`src/hw/cvgc_pkg.sv`:
```
// Purpose: Constants and types for the per-core video generator block
// Assumes: One system clock, APB register access, video PLL clock sampled as a level
// Notes: Register offsets are byte addresses on the APB word grid
// Contract
// - Colour depth 0 gives 32 one-bit pixels, colour entries 0 and 1 only.
// - Colour depth 1 gives 16 two-bit pixels, colour entries 0 to 3.
// - Broadcast colour enable bit removes or keeps colour on broadcast signal.
// - Baseband colour enable bit removes or keeps colour on baseband signal.
// - Three-bit audio source field picks which core's PLL clock feeds audio.
// - Pin group field picks pins 7..0, 15..8, 23..16 or 31..24; rest reserved.
// - Eight-bit pin mask lets video drive only the masked pins of the group.
// - Clocks-per-pixel sets PLL clocks between successive pixel shifts.
// - Clocks-per-frame sets PLL clocks before each new frame is taken.
// - Pixel and frame counts advance on video PLL clock, never system clock.
// - A frame is a 32-bit colour word and a 32-bit pixel word supplied by the frame wait.
// - Both video registers read back and write like ordinary registers.
// - Each core has its own generator emitting data at a constant rate.
// - Output type 00 off, 01 VGA, 10 and 11 composite nibble orders.
// - Configuration bits: type 30:29, depth 28, chroma 27/26, audio 25:23, group, mask.
package cvgc_pkg;

  // Register byte offsets
  localparam logic [7:0] CVGC_OFS_CONFIG = 8'h00;
  localparam logic [7:0] CVGC_OFS_SCALE = 8'h04;
  localparam logic [7:0] CVGC_OFS_STATUS = 8'h08;

  // Configuration field positions
  localparam int CVGC_CFG_TYPE_HI = 30;
  localparam int CVGC_CFG_TYPE_LO = 29;
  localparam int CVGC_CFG_DEPTH = 28;
  localparam int CVGC_CFG_BCAST_CHROMA = 27;
  localparam int CVGC_CFG_BBAND_CHROMA = 26;
  localparam int CVGC_CFG_AUDIO_HI = 25;
  localparam int CVGC_CFG_AUDIO_LO = 23;
  localparam int CVGC_CFG_GROUP_HI = 11;
  localparam int CVGC_CFG_GROUP_LO = 9;
  localparam int CVGC_CFG_MASK_HI = 7;
  localparam int CVGC_CFG_MASK_LO = 0;
  localparam logic [31:0] CVGC_CFG_WMASK = 32'h7f800eff;

  // Scale field positions
  localparam int CVGC_SCL_PIX_HI = 19;
  localparam int CVGC_SCL_PIX_LO = 12;
  localparam int CVGC_SCL_FRM_HI = 11;
  localparam int CVGC_SCL_FRM_LO = 0;
  localparam logic [31:0] CVGC_SCL_WMASK = 32'h000fffff;

  // Status field positions
  localparam int CVGC_STS_UNDERRUN = 8;
  localparam int CVGC_STS_LEVEL_HI = 1;
  localparam int CVGC_STS_LEVEL_LO = 0;

  // Reset values
  localparam logic [31:0] CVGC_CONFIG_RST = 32'h00000000;
  localparam logic [31:0] CVGC_SCALE_RST = 32'h00000000;

  // Buffer depth and last pin group code
  localparam logic [1:0] CVGC_FIFO_DEPTH = 2'h2;
  localparam logic [2:0] CVGC_GROUP_LAST = 3'h3;
  localparam logic [7:0] CVGC_PIX_ONE = 8'h01;
  localparam logic [11:0] CVGC_FRM_ONE = 12'h001;

  // Output types
  typedef enum logic [1:0] {
    CVGC_OUT_OFF = 2'b00,
    CVGC_OUT_VGA = 2'b01,
    CVGC_OUT_COMP1 = 2'b10,
    CVGC_OUT_COMP2 = 2'b11
  } cvgc_out_type_t;

  // One frame handed over by the frame wait
  typedef struct packed {
    logic [31:0] colours;
    logic [31:0] pixels;
  } cvgc_frame_t;

  // APB request bundle
  typedef struct packed {
    logic psel;
    logic penable;
    logic pwrite;
    logic [7:0] paddr;
    logic [31:0] pwdata;
  } cvgc_apb_req_t;

endpackage : cvgc_pkg

```
`src/hw/cvgc_top.sv`:
```
// Purpose: Per-core video generator with configuration and scale registers
// Assumes: All inputs synchronous to clock_in; video PLL clock slower than half clock_in
// Notes: Frames queue in a two-entry buffer; an empty buffer at expiry keeps the shifter and colours and flags underrun
//
// The APB register port and the register addresses were chosen for this implementation.
`timescale 1ns/1ps
module cvgc_top (
  // Clock and reset
  input wire logic clock_in,
  input wire logic rst_n_in,
  // APB slave
  input wire cvgc_pkg::cvgc_apb_req_t apb_in,
  output logic pready_out,
  output logic [31:0] prdata_out,
  output logic pslverr_out,
  // Video PLL clocks, own and of every core
  input wire logic video_pll_clock_in,
  input wire logic [7:0] all_core_pll_in,
  // Frame wait from the core
  input wire logic frame_valid_in,
  input wire cvgc_pkg::cvgc_frame_t frame_in,
  output logic frame_ready_out,
  // Video pins and audio carrier
  output logic [31:0] video_pins_out,
  output logic [31:0] video_pins_oe_out,
  output logic audio_subcarrier_out
);
  import cvgc_pkg::*;

  // Register state
  logic [31:0] config_q, config_d;
  logic [31:0] scale_q, scale_d;
  logic underrun_q, underrun_d;
  logic [31:0] rdata_q, rdata_d;

  // Buffer state
  cvgc_frame_t fifo_mem_q [2];
  cvgc_frame_t fifo_mem_d [2];
  logic wr_ptr_q, wr_ptr_d;
  logic rd_ptr_q, rd_ptr_d;
  logic [1:0] level_q, level_d;

  // Generator state
  logic pll_prev_q, pll_prev_d;
  logic [7:0] pix_cnt_q, pix_cnt_d;
  logic [11:0] frm_cnt_q, frm_cnt_d;
  logic [31:0] shift_q, shift_d;
  logic [31:0] colours_q, colours_d;
  logic [31:0] pins_q, pins_d;
  logic [31:0] oe_q, oe_d;
  logic audio_q, audio_d;

  // Decoded fields
  cvgc_out_type_t out_type;
  logic depth_sel;
  logic bcast_chroma;
  logic bband_chroma;
  logic [2:0] audio_sel;
  logic [2:0] group_sel;
  logic [7:0] pin_mask;
  logic [7:0] pix_clocks;
  logic [11:0] frm_clocks;

  // Handshake terms
  logic wr_en, rd_setup, addr_hit;
  logic push, pop, fifo_valid, pll_tick, frame_end;

  // Field decode
  always_comb begin
    out_type = cvgc_out_type_t'(config_q[CVGC_CFG_TYPE_HI:CVGC_CFG_TYPE_LO]);
    depth_sel = config_q[CVGC_CFG_DEPTH];
    bcast_chroma = config_q[CVGC_CFG_BCAST_CHROMA];
    bband_chroma = config_q[CVGC_CFG_BBAND_CHROMA];
    audio_sel = config_q[CVGC_CFG_AUDIO_HI:CVGC_CFG_AUDIO_LO];
    group_sel = config_q[CVGC_CFG_GROUP_HI:CVGC_CFG_GROUP_LO];
    pin_mask = config_q[CVGC_CFG_MASK_HI:CVGC_CFG_MASK_LO];
    pix_clocks = scale_q[CVGC_SCL_PIX_HI:CVGC_SCL_PIX_LO];
    frm_clocks = scale_q[CVGC_SCL_FRM_HI:CVGC_SCL_FRM_LO];
  end

  // APB decode; every access finishes in its first access cycle
  assign addr_hit = (apb_in.paddr == CVGC_OFS_CONFIG) || (apb_in.paddr == CVGC_OFS_SCALE) ||
                    (apb_in.paddr == CVGC_OFS_STATUS);
  assign wr_en = apb_in.psel && apb_in.penable && apb_in.pwrite;
  assign rd_setup = apb_in.psel && !apb_in.penable;
  assign pready_out = 1'b1;
  assign pslverr_out = apb_in.psel && apb_in.penable && !addr_hit;
  assign prdata_out = rdata_q;

  // Register next values; read data is latched in setup so it comes from a flop
  always_comb begin
    config_d = config_q;
    scale_d = scale_q;
    underrun_d = underrun_q;
    rdata_d = rdata_q;
    if (wr_en && apb_in.paddr == CVGC_OFS_CONFIG) begin
      config_d = apb_in.pwdata & CVGC_CFG_WMASK;
    end
    if (wr_en && apb_in.paddr == CVGC_OFS_SCALE) begin
      scale_d = apb_in.pwdata & CVGC_SCL_WMASK;
    end
    if (wr_en && apb_in.paddr == CVGC_OFS_STATUS && apb_in.pwdata[CVGC_STS_UNDERRUN]) begin
      underrun_d = 1'b0;
    end
    // A new underrun in the clearing cycle wins over the clear
    if (frame_end && !fifo_valid) begin
      underrun_d = 1'b1;
    end
    if (rd_setup) begin
      case (apb_in.paddr)
        CVGC_OFS_CONFIG: rdata_d = config_q;
        CVGC_OFS_SCALE: rdata_d = scale_q;
        CVGC_OFS_STATUS: begin
          rdata_d = 32'h00000000;
          rdata_d[CVGC_STS_UNDERRUN] = underrun_q;
          rdata_d[CVGC_STS_LEVEL_HI:CVGC_STS_LEVEL_LO] = level_q;
        end
        default: rdata_d = 32'h00000000;
      endcase
    end
  end

  always_ff @(posedge clock_in or negedge rst_n_in) begin
    if (!rst_n_in) begin
      config_q <= CVGC_CONFIG_RST;
      scale_q <= CVGC_SCALE_RST;
      underrun_q <= 1'b0;
      rdata_q <= 32'h00000000;
    end else begin
      config_q <= config_d;
      scale_q <= scale_d;
      underrun_q <= underrun_d;
      rdata_q <= rdata_d;
    end
  end

  // Two-entry frame buffer; a full buffer holds the core in its frame wait
  assign fifo_valid = (level_q != 2'h0);
  assign frame_ready_out = (level_q != CVGC_FIFO_DEPTH);
  assign push = frame_valid_in && frame_ready_out;
  assign pop = frame_end && fifo_valid;

  always_comb begin
    fifo_mem_d = fifo_mem_q;
    wr_ptr_d = wr_ptr_q;
    rd_ptr_d = rd_ptr_q;
    level_d = level_q;
    if (push) begin
      fifo_mem_d[wr_ptr_q] = frame_in;
      wr_ptr_d = !wr_ptr_q;
    end
    if (pop) begin
      rd_ptr_d = !rd_ptr_q;
    end
    case ({push, pop})
      2'b10: level_d = level_q + 2'h1;
      2'b01: level_d = level_q - 2'h1;
      default: level_d = level_q;
    endcase
  end

  always_ff @(posedge clock_in or negedge rst_n_in) begin
    if (!rst_n_in) begin
      fifo_mem_q[0] <= '0;
      fifo_mem_q[1] <= '0;
      wr_ptr_q <= 1'b0;
      rd_ptr_q <= 1'b0;
      level_q <= 2'h0;
    end else begin
      fifo_mem_q <= fifo_mem_d;
      wr_ptr_q <= wr_ptr_d;
      rd_ptr_q <= rd_ptr_d;
      level_q <= level_d;
    end
  end

  // Rising edge of this core's video PLL clock is the only counting event
  assign pll_tick = video_pll_clock_in && !pll_prev_q;
  assign frame_end = pll_tick && (out_type != CVGC_OUT_OFF) && (frm_cnt_q == 12'h000);

  // Pixel and frame counters, shifter and pin drive
  always_comb begin
    logic [1:0] pix_idx;
    logic [7:0] colour;
    logic [3:0] bcast_nib, bband_nib;
    logic [7:0] pin_byte;
    pix_idx = 2'h0;
    colour = 8'h00;
    bcast_nib = 4'h0;
    bband_nib = 4'h0;
    pin_byte = 8'h00;
    pll_prev_d = video_pll_clock_in;
    pix_cnt_d = pix_cnt_q;
    frm_cnt_d = frm_cnt_q;
    shift_d = shift_q;
    colours_d = colours_q;
    if (out_type == CVGC_OUT_OFF) begin
      // Zeroed counters make the first tick after enabling fetch a frame
      pix_cnt_d = 8'h00;
      frm_cnt_d = 12'h000;
    end else if (pll_tick) begin
      if (frm_cnt_q == 12'h000) begin
        frm_cnt_d = frm_clocks - CVGC_FRM_ONE;
        pix_cnt_d = pix_clocks - CVGC_PIX_ONE;
        if (fifo_valid) begin
          shift_d = fifo_mem_q[rd_ptr_q].pixels;
          colours_d = fifo_mem_q[rd_ptr_q].colours;
        end
      end else begin
        frm_cnt_d = frm_cnt_q - CVGC_FRM_ONE;
        if (pix_cnt_q == 8'h00) begin
          pix_cnt_d = pix_clocks - CVGC_PIX_ONE;
          shift_d = depth_sel ? {2'b00, shift_q[31:2]} : {1'b0, shift_q[31:1]};
        end else begin
          pix_cnt_d = pix_cnt_q - CVGC_PIX_ONE;
        end
      end
    end
    // Current pixel picks one colour byte
    pix_idx = depth_sel ? shift_q[1:0] : {1'b0, shift_q[0]};
    colour = colours_q[{pix_idx, 3'b000} +: 8];
    // Colour removal clears the chroma bit of each composite nibble
    bcast_nib = {colour[7] & bcast_chroma, colour[6:4]};
    bband_nib = {colour[3] & bband_chroma, colour[2:0]};
    case (out_type)
      CVGC_OUT_VGA: pin_byte = colour;
      CVGC_OUT_COMP1: pin_byte = {bcast_nib, bband_nib};
      CVGC_OUT_COMP2: pin_byte = {bband_nib, bcast_nib};
      default: pin_byte = 8'h00;
    endcase
    pins_d = 32'h00000000;
    oe_d = 32'h00000000;
    // Reserved group codes drive nothing
    if (out_type != CVGC_OUT_OFF && group_sel <= CVGC_GROUP_LAST) begin
      pins_d[{group_sel[1:0], 3'b000} +: 8] = pin_byte & pin_mask;
      oe_d[{group_sel[1:0], 3'b000} +: 8] = pin_mask;
    end
    audio_d = all_core_pll_in[audio_sel];
  end

  always_ff @(posedge clock_in or negedge rst_n_in) begin
    if (!rst_n_in) begin
      pll_prev_q <= 1'b0;
      pix_cnt_q <= 8'h00;
      frm_cnt_q <= 12'h000;
      shift_q <= 32'h00000000;
      colours_q <= 32'h00000000;
      pins_q <= 32'h00000000;
      oe_q <= 32'h00000000;
      audio_q <= 1'b0;
    end else begin
      pll_prev_q <= pll_prev_d;
      pix_cnt_q <= pix_cnt_d;
      frm_cnt_q <= frm_cnt_d;
      shift_q <= shift_d;
      colours_q <= colours_d;
      pins_q <= pins_d;
      oe_q <= oe_d;
      audio_q <= audio_d;
    end
  end

  // Registered pin outputs
  assign video_pins_out = pins_q;
  assign video_pins_oe_out = oe_q;
  assign audio_subcarrier_out = audio_q;

endmodule : cvgc_top

```
`config.mk`:
```
export PLATFORM = sky130hd
export DESIGN_NAME = cvgc_top
export DESIGN_NICKNAME = d
export VERILOG_FILES = /design/src/hw/cvgc_pkg.sv /design/src/hw/cvgc_top.sv
export SDC_FILE = /design/constraint.sdc
export NUM_CORES = 1
export LEC_CHECK = 0
export ABC_AREA = 1
export BUFFER_PORTS_ARGS = -buffer_cell sky130_fd_sc_hd__buf_2
export CAP_MARGIN = 40
export CELL_PAD_IN_SITES_DETAIL_PLACEMENT = 1
export CELL_PAD_IN_SITES_GLOBAL_PLACEMENT = 1
export CORE_MARGIN = 3
export CORE_UTILIZATION = 47
export DETAILED_ROUTE_END_ITERATION = 16
export HOLD_SLACK_MARGIN = 0.03
export PLACE_DENSITY_LB_ADDON = 0.3
export SLEW_MARGIN = 20
export SYNTH_ARGS = -nofsm -noshare
export SYNTH_HDL_FRONTEND = slang
export SYNTH_SLANG_ARGS = --single-unit
```
`constraint.sdc`:
```
create_clock -name clock_in -period 6.1 [get_ports clock_in]
set_input_delay 0.305 -clock clock_in [delete_from_list [all_inputs] [get_ports clock_in]]
set_output_delay 0.305 -clock clock_in [all_outputs]
set_load 0.01 [all_outputs]
```
* Word-level counts from Yosys, hierarchy flattened
Index checks and enable logic that the tools add are counted.
Word-level totals: output and inout port bits 100, bits of input ports 119, word-level logic and storage cells 115, memory bits (writable) 0, memories kept 0, bits in registers 354, bits in read-only memories 0, bits in latches 0
Operators by class: mux-type cells 27, reductions and logical operators 36, bitwise logic cells 8, multipliers 0, magnitude comparators 5, div/mod/pow operators 0, $add $sub $neg 7, shifts and indexed selects 4, eq/ne operators 9
Operator list (count):
- 64-bit two-way mux | 4
- 32-bit two-way mux | 5
- 128-bit bitwise mux | 1
- 31-bit one-hot mux with 3 select lines | 1
- 32-bit bitwise AND | 2
- 64-bit demux with 1-bit select | 1
- 8-bit by 7-bit variable part select with 32-bit output | 2
- 12-bit two-way mux | 3
- 8-bit two-way mux | 4
- 8-bit by 7-bit variable shift with 32-bit output, first input constant | 1
- 32-bit by 6-bit variable part select with 8-bit output | 1
- 31-bit two-way mux | 1
- 8-bit one-hot mux with 3 select lines | 1
- 12-bit by 1-bit subtractor with 12-bit output, second input constant | 2
- 1-bit logical AND | 16
- 8-bit logical NOT | 2
- 8-bit by 1-bit subtractor with 8-bit output, second input constant | 2
- 12-bit logical NOT | 1
- 2-bit nonzero test | 6
- 8-bit bitwise AND | 1
- 8-bit by 3-bit equality test with 1-bit output, second input constant | 1
- 8-bit by 4-bit equality test with 1-bit output, second input constant | 1
- 4-bit AND reduction | 2
- 5-bit negation with 7-bit output | 1
- 19 further kinds | 34

* Longest topological paths before layout
Gate-level depths: netlist of the first run.
depth in word-level cells 8, mapped depth 16, mapped depth without buffers 15

* Least setup slack after synthesis of the first run
Ideal clock, no wire load.
path type reg-to-reg, start point reg frm_cnt_q[11], end point reg level_q[1], data arrival time 2013 ps, buffers on the path 3, required time 5969 ps, cell stages (with the launch flop) 13, period minus slack after synthesis 2144 ps, library setup time 131 ps, setup slack 3956 ps, cells stage by stage dfrtp_1 nor2_1 nand2_1 nor2_4 nand2_2 buf_6 nor3_4 buf_4 buf_2 ha_1 a21oi_1 o21ai_0 xor2_1
On the way: longest elaborated chain between the ends 5, elaborated cells between the ends (all ways) 7, those cells by class 2 x eq/ne; 1 x mux; 4 x reduce/logical
RTL lines:
- start, declared | line cvgc_top.sv:46 | logic [11:0] frm_cnt_q, frm_cnt_d;
- start signal, assigned | line cvgc_top.sv:254 | frm_cnt_q <= frm_cnt_d;
- 12-bit logical NOT (*) | line cvgc_top.sv:179 | assign frame_end = pll_tick && (out_type != CVGC_OUT_OFF) && (frm_cnt_q == 12'h000);
- 1-bit logical AND (*) | line cvgc_top.sv:179
- 1-bit logical AND (*) | line cvgc_top.sv:141 | assign pop = frame_end && fifo_valid;
- via pop | line cvgc_top.sv:66 | logic push, pop, fifo_valid, pll_tick, frame_end;
- 2-bit by 1-bit equality test with 1-bit output or 2-bit equality test (tied branches) | line cvgc_top.sv:155 | case ({push, pop})
- 2-bit one-hot mux with 2 select lines or 2-bit nonzero test (tied branches)
- end signal, assigned | line cvgc_top.sv:173 | level_q <= level_d;
- end, declared | line cvgc_top.sv:41 | logic [1:0] level_q, level_d;
The timed path passes the listed nets; every way through them passes the cells marked *. A chain may end at the register's enable or synchronous reset.

* Worst setup path after layout of the first run
start point reg frm_cnt_q[1], end point reg level_q[1]
On the way: longest elaborated chain between the ends 5, elaborated cells between the ends (all ways) 7, those cells by class 2 x eq/ne; 1 x mux; 4 x reduce/logical
RTL lines (line):
- 12-bit logical NOT (*) | cvgc_top.sv:179
- 1-bit logical AND (*) | cvgc_top.sv:179
- 1-bit logical AND (*) | cvgc_top.sv:141
- 2-bit by 1-bit equality test with 1-bit output or 2-bit equality test (tied branches) | cvgc_top.sv:155
- 2-bit one-hot mux with 2 select lines or 2-bit nonzero test (tied branches)
Mark *: on every way between the ends. The rest lies on a longest branch, timed or not.

==> results of run 1 <==
## per-layer routing
layer  GRT usage, %  up-vias  routed length [um]  share of wire (%)
met5              0        -                   0                  0
met4           6.61        0                1060                2.4
met3           3.57       81                1990                4.5
met2           42.6      284               21500                 49
met1           33.5     6508               19600                 44
li1               -     6186                   -                  -
## critical path, cell delays in order, from the launching register on
cell,delay (ns)
dfrtp_1,0.37
nor2_1,0.16
nand2_1,0.11
nor2_4,0.31
nand2_2,0.33
nor3_4,0.20
buf_4,0.54
ha_1,0.38
a21oi_1,0.12
o21ai_0,0.11
xor2_1,0.16
## state kept, by name (all words and copies together), names as in the netlist, 2 cells and up
register,cells
frm_cnt_q,12
pix_cnt_q,8
video_pins_oe_out,32
fifo_mem_q,128
level_q,2
prdata_out,28
shift_q,32
colours_q,32
config_q,19
video_pins_out,32
scale_q,20
## per-stage QoR
| step | area [um^2] | power [mW] | worst slack (ns) | std cells | utilization (%) |
|---|---|---|---|---|---|
| 2_1_floorplan | 15600 | 4.99 | 3.96 | 1802 | - |
| 3_3_place_gp | 16900 | 5.56 | 2.74 | 2368 | 51.7 |
| 3_5_place_dp | 16900 | 5.74 | 2.75 | 2371 | 51.9 |
| 4_1_cts | 18200 | 8.08 | 2.70 | 2447 | 55.8 |
| 5_1_grt | 18300 | 8.63 | 2.89 | 2449 | 56.0 |
| 6_report | 18300 | 8.03 | 3.17 | 2449 | 56.0 |
## power by group through the flow
stage / combinational [mW] / clock [mW] / sequential, mW
global placement: 2.17 / 0 / 3.39
detailed placement: 2.31 / 0 / 3.43
finish: 2.36 / 2.27 / 3.40
floorplan: 1.68 / 0 / 3.31
global route: 2.72 / 2.42 / 3.49
CTS: 2.36 / 2.31 / 3.40
## cell families (layout without fill, tap and decap cells)
logic type                 count (synthesis)  count (layout)  share of synthesized area (%)
buffers and inverters                    310             515                           8.27
and+or+nand+nor                          687             687                           18.7
DFF                                      350             350                           56.1
muxes                                      1               1                         0.0721
xor gates and xnor gates                  12              12                          0.673
AOI/OAI and AO/OA                        427             427                           15.3
adders and majority gates                 10              10                          0.801
other                                      2               5                         0.0481
## final cells by class
cell class	count	share of cell area (%)
sequential	350	48.0
clock inverter	8	0.356
timing repair buffer	235	7.34
inverter	210	4.32
tap	442	3.03
multi-input combinational	1142	30.6
clock buffer	62	6.33
## cells in the final DEF, fill, tap and decap left out, types with 5 or more instances in the layout
cell type and instances:
ha_1 10, o21ai_1 9, nor4_1 10, buf_2 208, nand4_1 9, dfrtp_1 349
nor2_1 95, o31ai_1 15, or2_2 34, o22ai_1 11, a21oi_1 36, inv_1 204
o211ai_1 47, buf_4 15, nand3_1 69, dlygate4sd3_1 6, nand2_1 420, clkbuf_16 41
conb_1 5, clkbuf_1 16, o21ai_0 281, clkinv_2 7, o221ai_1 6, nor3_1 35
xor2_1 10, clkbuf_8 5, o21a_1 16
## worst min path at each step
stage                       start                   end  cells past startpoint
2_1_floorplan            rst_n_in  audio_subcarrier_out                      0
3_3_place_gp   video_pll_clock_in            pll_prev_q                      1
3_5_place_dp   video_pll_clock_in            pll_prev_q                      1
4_1_cts                apb_in[23]          config_q[23]                      3
5_1_grt                apb_in[13]           scale_q[13]                      3
6_report               apb_in[23]          config_q[23]                      3
==> flow_metrics.py, run 1 <==
metrics = {
    "status": {
        "outcome": "completed",
    },
    "sta": {
        "hold_ws_ns": 0.0437,
        "worst_slew_pin_slew_ns": 0.970,
        "rsz0062_at_grt": "no",
        "period_needed_ns": 2.93,
        "setup_viol": 0,
        "final-hold-violation-count": 0,
        "skew_ns": 0.0170,
        "tns_ns": 0,
        "fin_crit_sh_pct": 48.1,
        "fmax_mhz": 341,
        "slew_headroom_pct": 35.3,
        "report.final.slew_viol_count": 0,
    },
    "global_routing": {
        "grt_max_degree": 149,
        "antenna_found_initial": 0,
        "grt_util_all_layers_pct": 24.9,
        "grt_pass1_wl_um": 72300,
        "grt_pass1_vias": 13783,
        "grt_overflow": 0,
    },
    "synthesis": {
        "syn_inst": 1799,
        "ys.flop_type": "dfrtp_1",
        "synth_most_common_cell": "nand2_1",
        "avgSynthCellArea_um2": 8.68,
        "yosys_warnings": 0,
        "synth_top_area_cell": "dfrtp_1",
        "synth_common_cells": "nand2_1, dfrtp_1, o21ai_0",
        "synth_cell_types": 45,
        "netlist_top_cells_area": "dfrtp_1, nand2_1, o21ai_0",
        "seq_area_frac_synth_pct": 56.1,
        "async_flop_share_pct": 100,
        "synth_edf_count": 0,
        "syn_area_um2": 15600,
        "synth_top_area_share_pct": 56.1,
        "synth_seq_cells": 350,
    },
    "route": {
        "totalWireLength_um": 44100,
        "drt_first_pass_iters": 4,
        "drtIter0Drc": 819,
        "ant_nets": 0,
        "vias": 13059,
        "viasPerCell": 5.33,
        "drc_errors": 0,
        "wl_per_cell_um": 18.0,
    },
    "floorplanning": {
        "die_x_um": 188,
        "pin_count": 219,
        "initial_core_util_pct": 47.9,
        "core-area_um2": 32600,
        "die_h_um": 188,
        "die_area_um2": 35400,
        "num_rows": 66,
    },
    "final_layout": {
        "n_fill_cell": 3907,
        "drive_gt1_share_pct": 16.6,
        "areaGrowthSynthToFinish_pct": 16.9,
        "antennaDiodeCount": 0,
        "nets": 2107,
        "area.sequential_um2": 8760,
        "multiInputGateArea_um2": 5590,
    },
    "power_and_ir_drop": {
        "p_clk_share_pct": 28.3,
        "seqPwrFrac_pct": 42.4,
        "max-vdd-ir-drop_mv": 0.211,
        "switching_share_pct": 35.8,
        "p_per_area_nw_per_um2": 440,
        "p_int_mw": 5.15,
        "net-switching-power_mw": 2.88,
        "combPwrFrac_pct": 29.4,
        "p_leak_nw": 9.26,
    },
    "placement": {
        "port_buffers": 209,
        "place.gp.congestion": 0.828,
        "place_hpwl_um": 29300,
    },
    "critical_path": {
        "r2r_end": "level_q[1]",
        "r2r_start": "frm_cnt_q[1]",
        "worstPathRequired_ns": 6.48,
        "critPathKind": "flop to flop",
        "crit_start": "frm_cnt_q[1]",
        "start_kind": "flop",
        "crit_end": "level_q[1]",
        "path_max_fanout": 66,
        "reg2reg_depth": 10,
        "end_kind": "flop",
        "cp.arrival_ns": 3.32,
        "rrSetupSlack_ns": 3.17,
    },
    "clock_network": {
        "hold_buffers": 6,
        "htreeDepth": 2,
        "clock_latency_ns": 0.52,
        "clock-root-buffer": "clkbuf_16",
        "cts_buffer_depth": 3,
        "ctsResizeCount": 0,
        "post-cts-setup-buffers": 0,
        "clk_pin_slew_worst_paths_ns": 0.06,
        "cts_tree": "yes",
        "clkSinkCount": 350,
        "cts_buffers": 39,
    },
    "run": {
        "maxCapViolations": 0,
    },
    "worst_hold_path": {
        "hold_path_class": "input pin to flop",
    },
}
Note: power is estimated with default switching activity, not from simulation.
==> run 2, diff against run 1 <==
--- a/config.mk
+++ b/config.mk
@@ -11,7 +11,7 @@
 export CELL_PAD_IN_SITES_DETAIL_PLACEMENT = 1
 export CELL_PAD_IN_SITES_GLOBAL_PLACEMENT = 1
 export CORE_MARGIN = 3
-export CORE_UTILIZATION = 47
+export CORE_UTILIZATION = 43
 export DETAILED_ROUTE_END_ITERATION = 16
 export HOLD_SLACK_MARGIN = 0.03
 export PLACE_DENSITY_LB_ADDON = 0.3
==> constraint.sdc (replaced) <==
create_clock -name clock_in -period 3 [get_ports clock_in]
set_input_delay 0.15 -clock clock_in [delete_from_list [all_inputs] [get_ports clock_in]]
set_output_delay 0.15 -clock clock_in [all_outputs]
set_load 0.01 [all_outputs]
==> run 2 against run 1 <==
Final area rose by 6.4%; sequential cell count unchanged; hold slack improved by 0.061 ns; die area increased by 9.0%; critical path type unchanged; largest cell class unchanged.
==> flow_metrics.py, run 2 (synthesis results as in run 1) <==
metrics = {
    "placement": {
        "pre_cts_slack_ns": 0.393,
        "place_hpwl_um": 29700,
        "port_buffers": 209,
        "place.gp.congestion": 0.849,
        "dp_cells": 2401,
    },
    "global_routing": {
        "grt_max_degree": 84,
        "grt_overflow": 0,
        "grt_util_all_layers_pct": 24.4,
        "grt_pass1_vias": 14477,
        "antenna_found_initial": 0,
        "grt_pass1_wl_um": 76900,
    },
    "critical_path": {
        "worstPathRequired_ns": 3.45,
        "start_kind": "flop",
        "cp.arrival_ns": 3.20,
        "path_max_fanout": 11,
        "end_kind": "flop",
        "critPathKind": "flop to flop",
    },
    "sta": {
        "setup_viol": 0,
        "rsz0062_at_grt": "no",
        "worst_slew_pin_slew_ns": 0.790,
        "setup_ws_ns": 0.249,
        "final-hold-violation-count": 0,
        "fin_crit_sh_pct": 91.7,
        "period_needed_ns": 2.75,
        "report.final.slew_viol_count": 0,
        "tns_ns": 0,
        "slew_headroom_pct": 47.4,
        "fmax_mhz": 364,
        "skew_ns": 0.0228,
    },
    "run": {
        "maxCapViolations": 0,
    },
    "worst_hold_path": {
        "hold_path_class": "input pin to flop",
    },
    "route": {
        "viasPerCell": 5.23,
        "ant_nets": 0,
        "vias": 13416,
        "drt_first_pass_iters": 5,
        "drtIter0Drc": 725,
        "drc_errors": 0,
        "totalWireLength_um": 47000,
        "wl_per_cell_um": 18.3,
    },
    "status": {
        "outcome": "completed",
    },
    "floorplanning": {
        "die_h_um": 197,
        "pin_count": 219,
        "num_rows": 69,
        "die_x_um": 197,
        "die_area_um2": 38600,
        "initial_core_util_pct": 43.8,
        "core-area_um2": 35700,
    },
    "clock_network": {
        "clock-root-buffer": "clkbuf_16",
        "cts_tree": "yes",
        "clock_latency_ns": 0.55,
        "cts_buffers": 40,
        "clk_pin_slew_worst_paths_ns": 0.07,
        "cts_buffer_depth": 3,
        "htreeDepth": 2,
        "clkSinkCount": 350,
    },
    "final_layout": {
        "final_util_pct": 54.5,
        "antennaDiodeCount": 0,
        "n_fill_cell": 4209,
        "drive_gt1_share_pct": 16.6,
        "largest_register": "fifo_mem_q",
        "largest_reg_flops": 128,
        "layout_common_cells": "nand2_1, dfrtp_1, o21ai_0",
        "areaGrowthSynthToFinish_pct": 24.4,
        "final_common_cell": "nand2_1",
        "instances_no_fill": 2565,
        "nets": 2207,
    },
    "power_and_ir_drop": {
        "max-vdd-ir-drop_mv": 0.478,
        "p_leak_nw": 9.75,
        "p_per_area_nw_per_um2": 872,
    },
}
[run 2: power by group]
part           switching [mW]  internal, mW  total (mW)  leakage, nW
combinational            3.17          1.69        4.86         4.65
clock                    1.98          3.18        5.16        0.678
sequential              0.771          6.14        6.91         4.42
[run 2: area by class of cell]
cell class / count / area, um^2 / area share (%)
flip-flops and latches: 350 / 8760 / 45.1
multi-input cells: 1142 / 5590 / 28.8
repair buffers: 334 / 2320 / 12.0
clock buffers: 58 / 1190 / 6.13
inverters: 210 / 788 / 4.06
well taps: 461 / 577 / 2.97
clock inverters: 10 / 186 / 0.960
[run 2: timing repair]
item	4_1_cts	5_1_grt
gates resized for setup	0	0
endpoints found under the hold margin	245	0
hold buffers	96	0
buffers inserted	0	0
[run 2: final timing paths]
| check | startpoint | end | slack [ns] | cells past startpoint |
|---|---|---|---|---|
| max | config_q[9] | video_pins_out[29] | 0.25 | 6 |
| min | all_core_pll_in[3] | audio_subcarrier_out | 0.11 | 3 |
| max reg2reg | config_q[9] | video_pins_out[29] | 0.25 | 6 |
| min reg2reg | prdata_out[8] | prdata_out[8] | 0.47 | 2 |
| max in group asynchronous | rst_n_in | fifo_mem_q[35] | 1.82 | 3 |
| min in group asynchronous | rst_n_in | video_pins_oe_out[24] | 0.21 | 2 |
[run 2: layer usage]
layer  GRT usage (%)  up-vias  wire length, um
li1                -     6383                -
met1            32.6     6682            21000
met2            41.8      273            23000
met3            3.59       78             1780
met4            6.71        0             1140
met5               0        -                0
[run 2: worst max-delay path: stages, from the launching register on]
cell	delay (ns)
dfrtp_1	0.60
clkinv_1	0.42
ha_1	0.47
inv_1	0.11
nand3_1	0.25
or4_4	0.58
nor3_1	0.22
[run 2: per-stage QoR]
| stage | power [mW] | hold slack [ns] | instance area [um^2] |
|---|---|---|---|
| after floorplan | 10.2 | -0.146 | 15600 |
| after global placement | 11.4 | 0.197 | 17100 |
| after detailed placement | 11.7 | 0.209 | 17100 |
| after CTS | 17.1 | 0.0415 | 19400 |
| after global routing | 18.1 | 0.0791 | 19400 |
| final | 16.9 | 0.105 | 19400 |
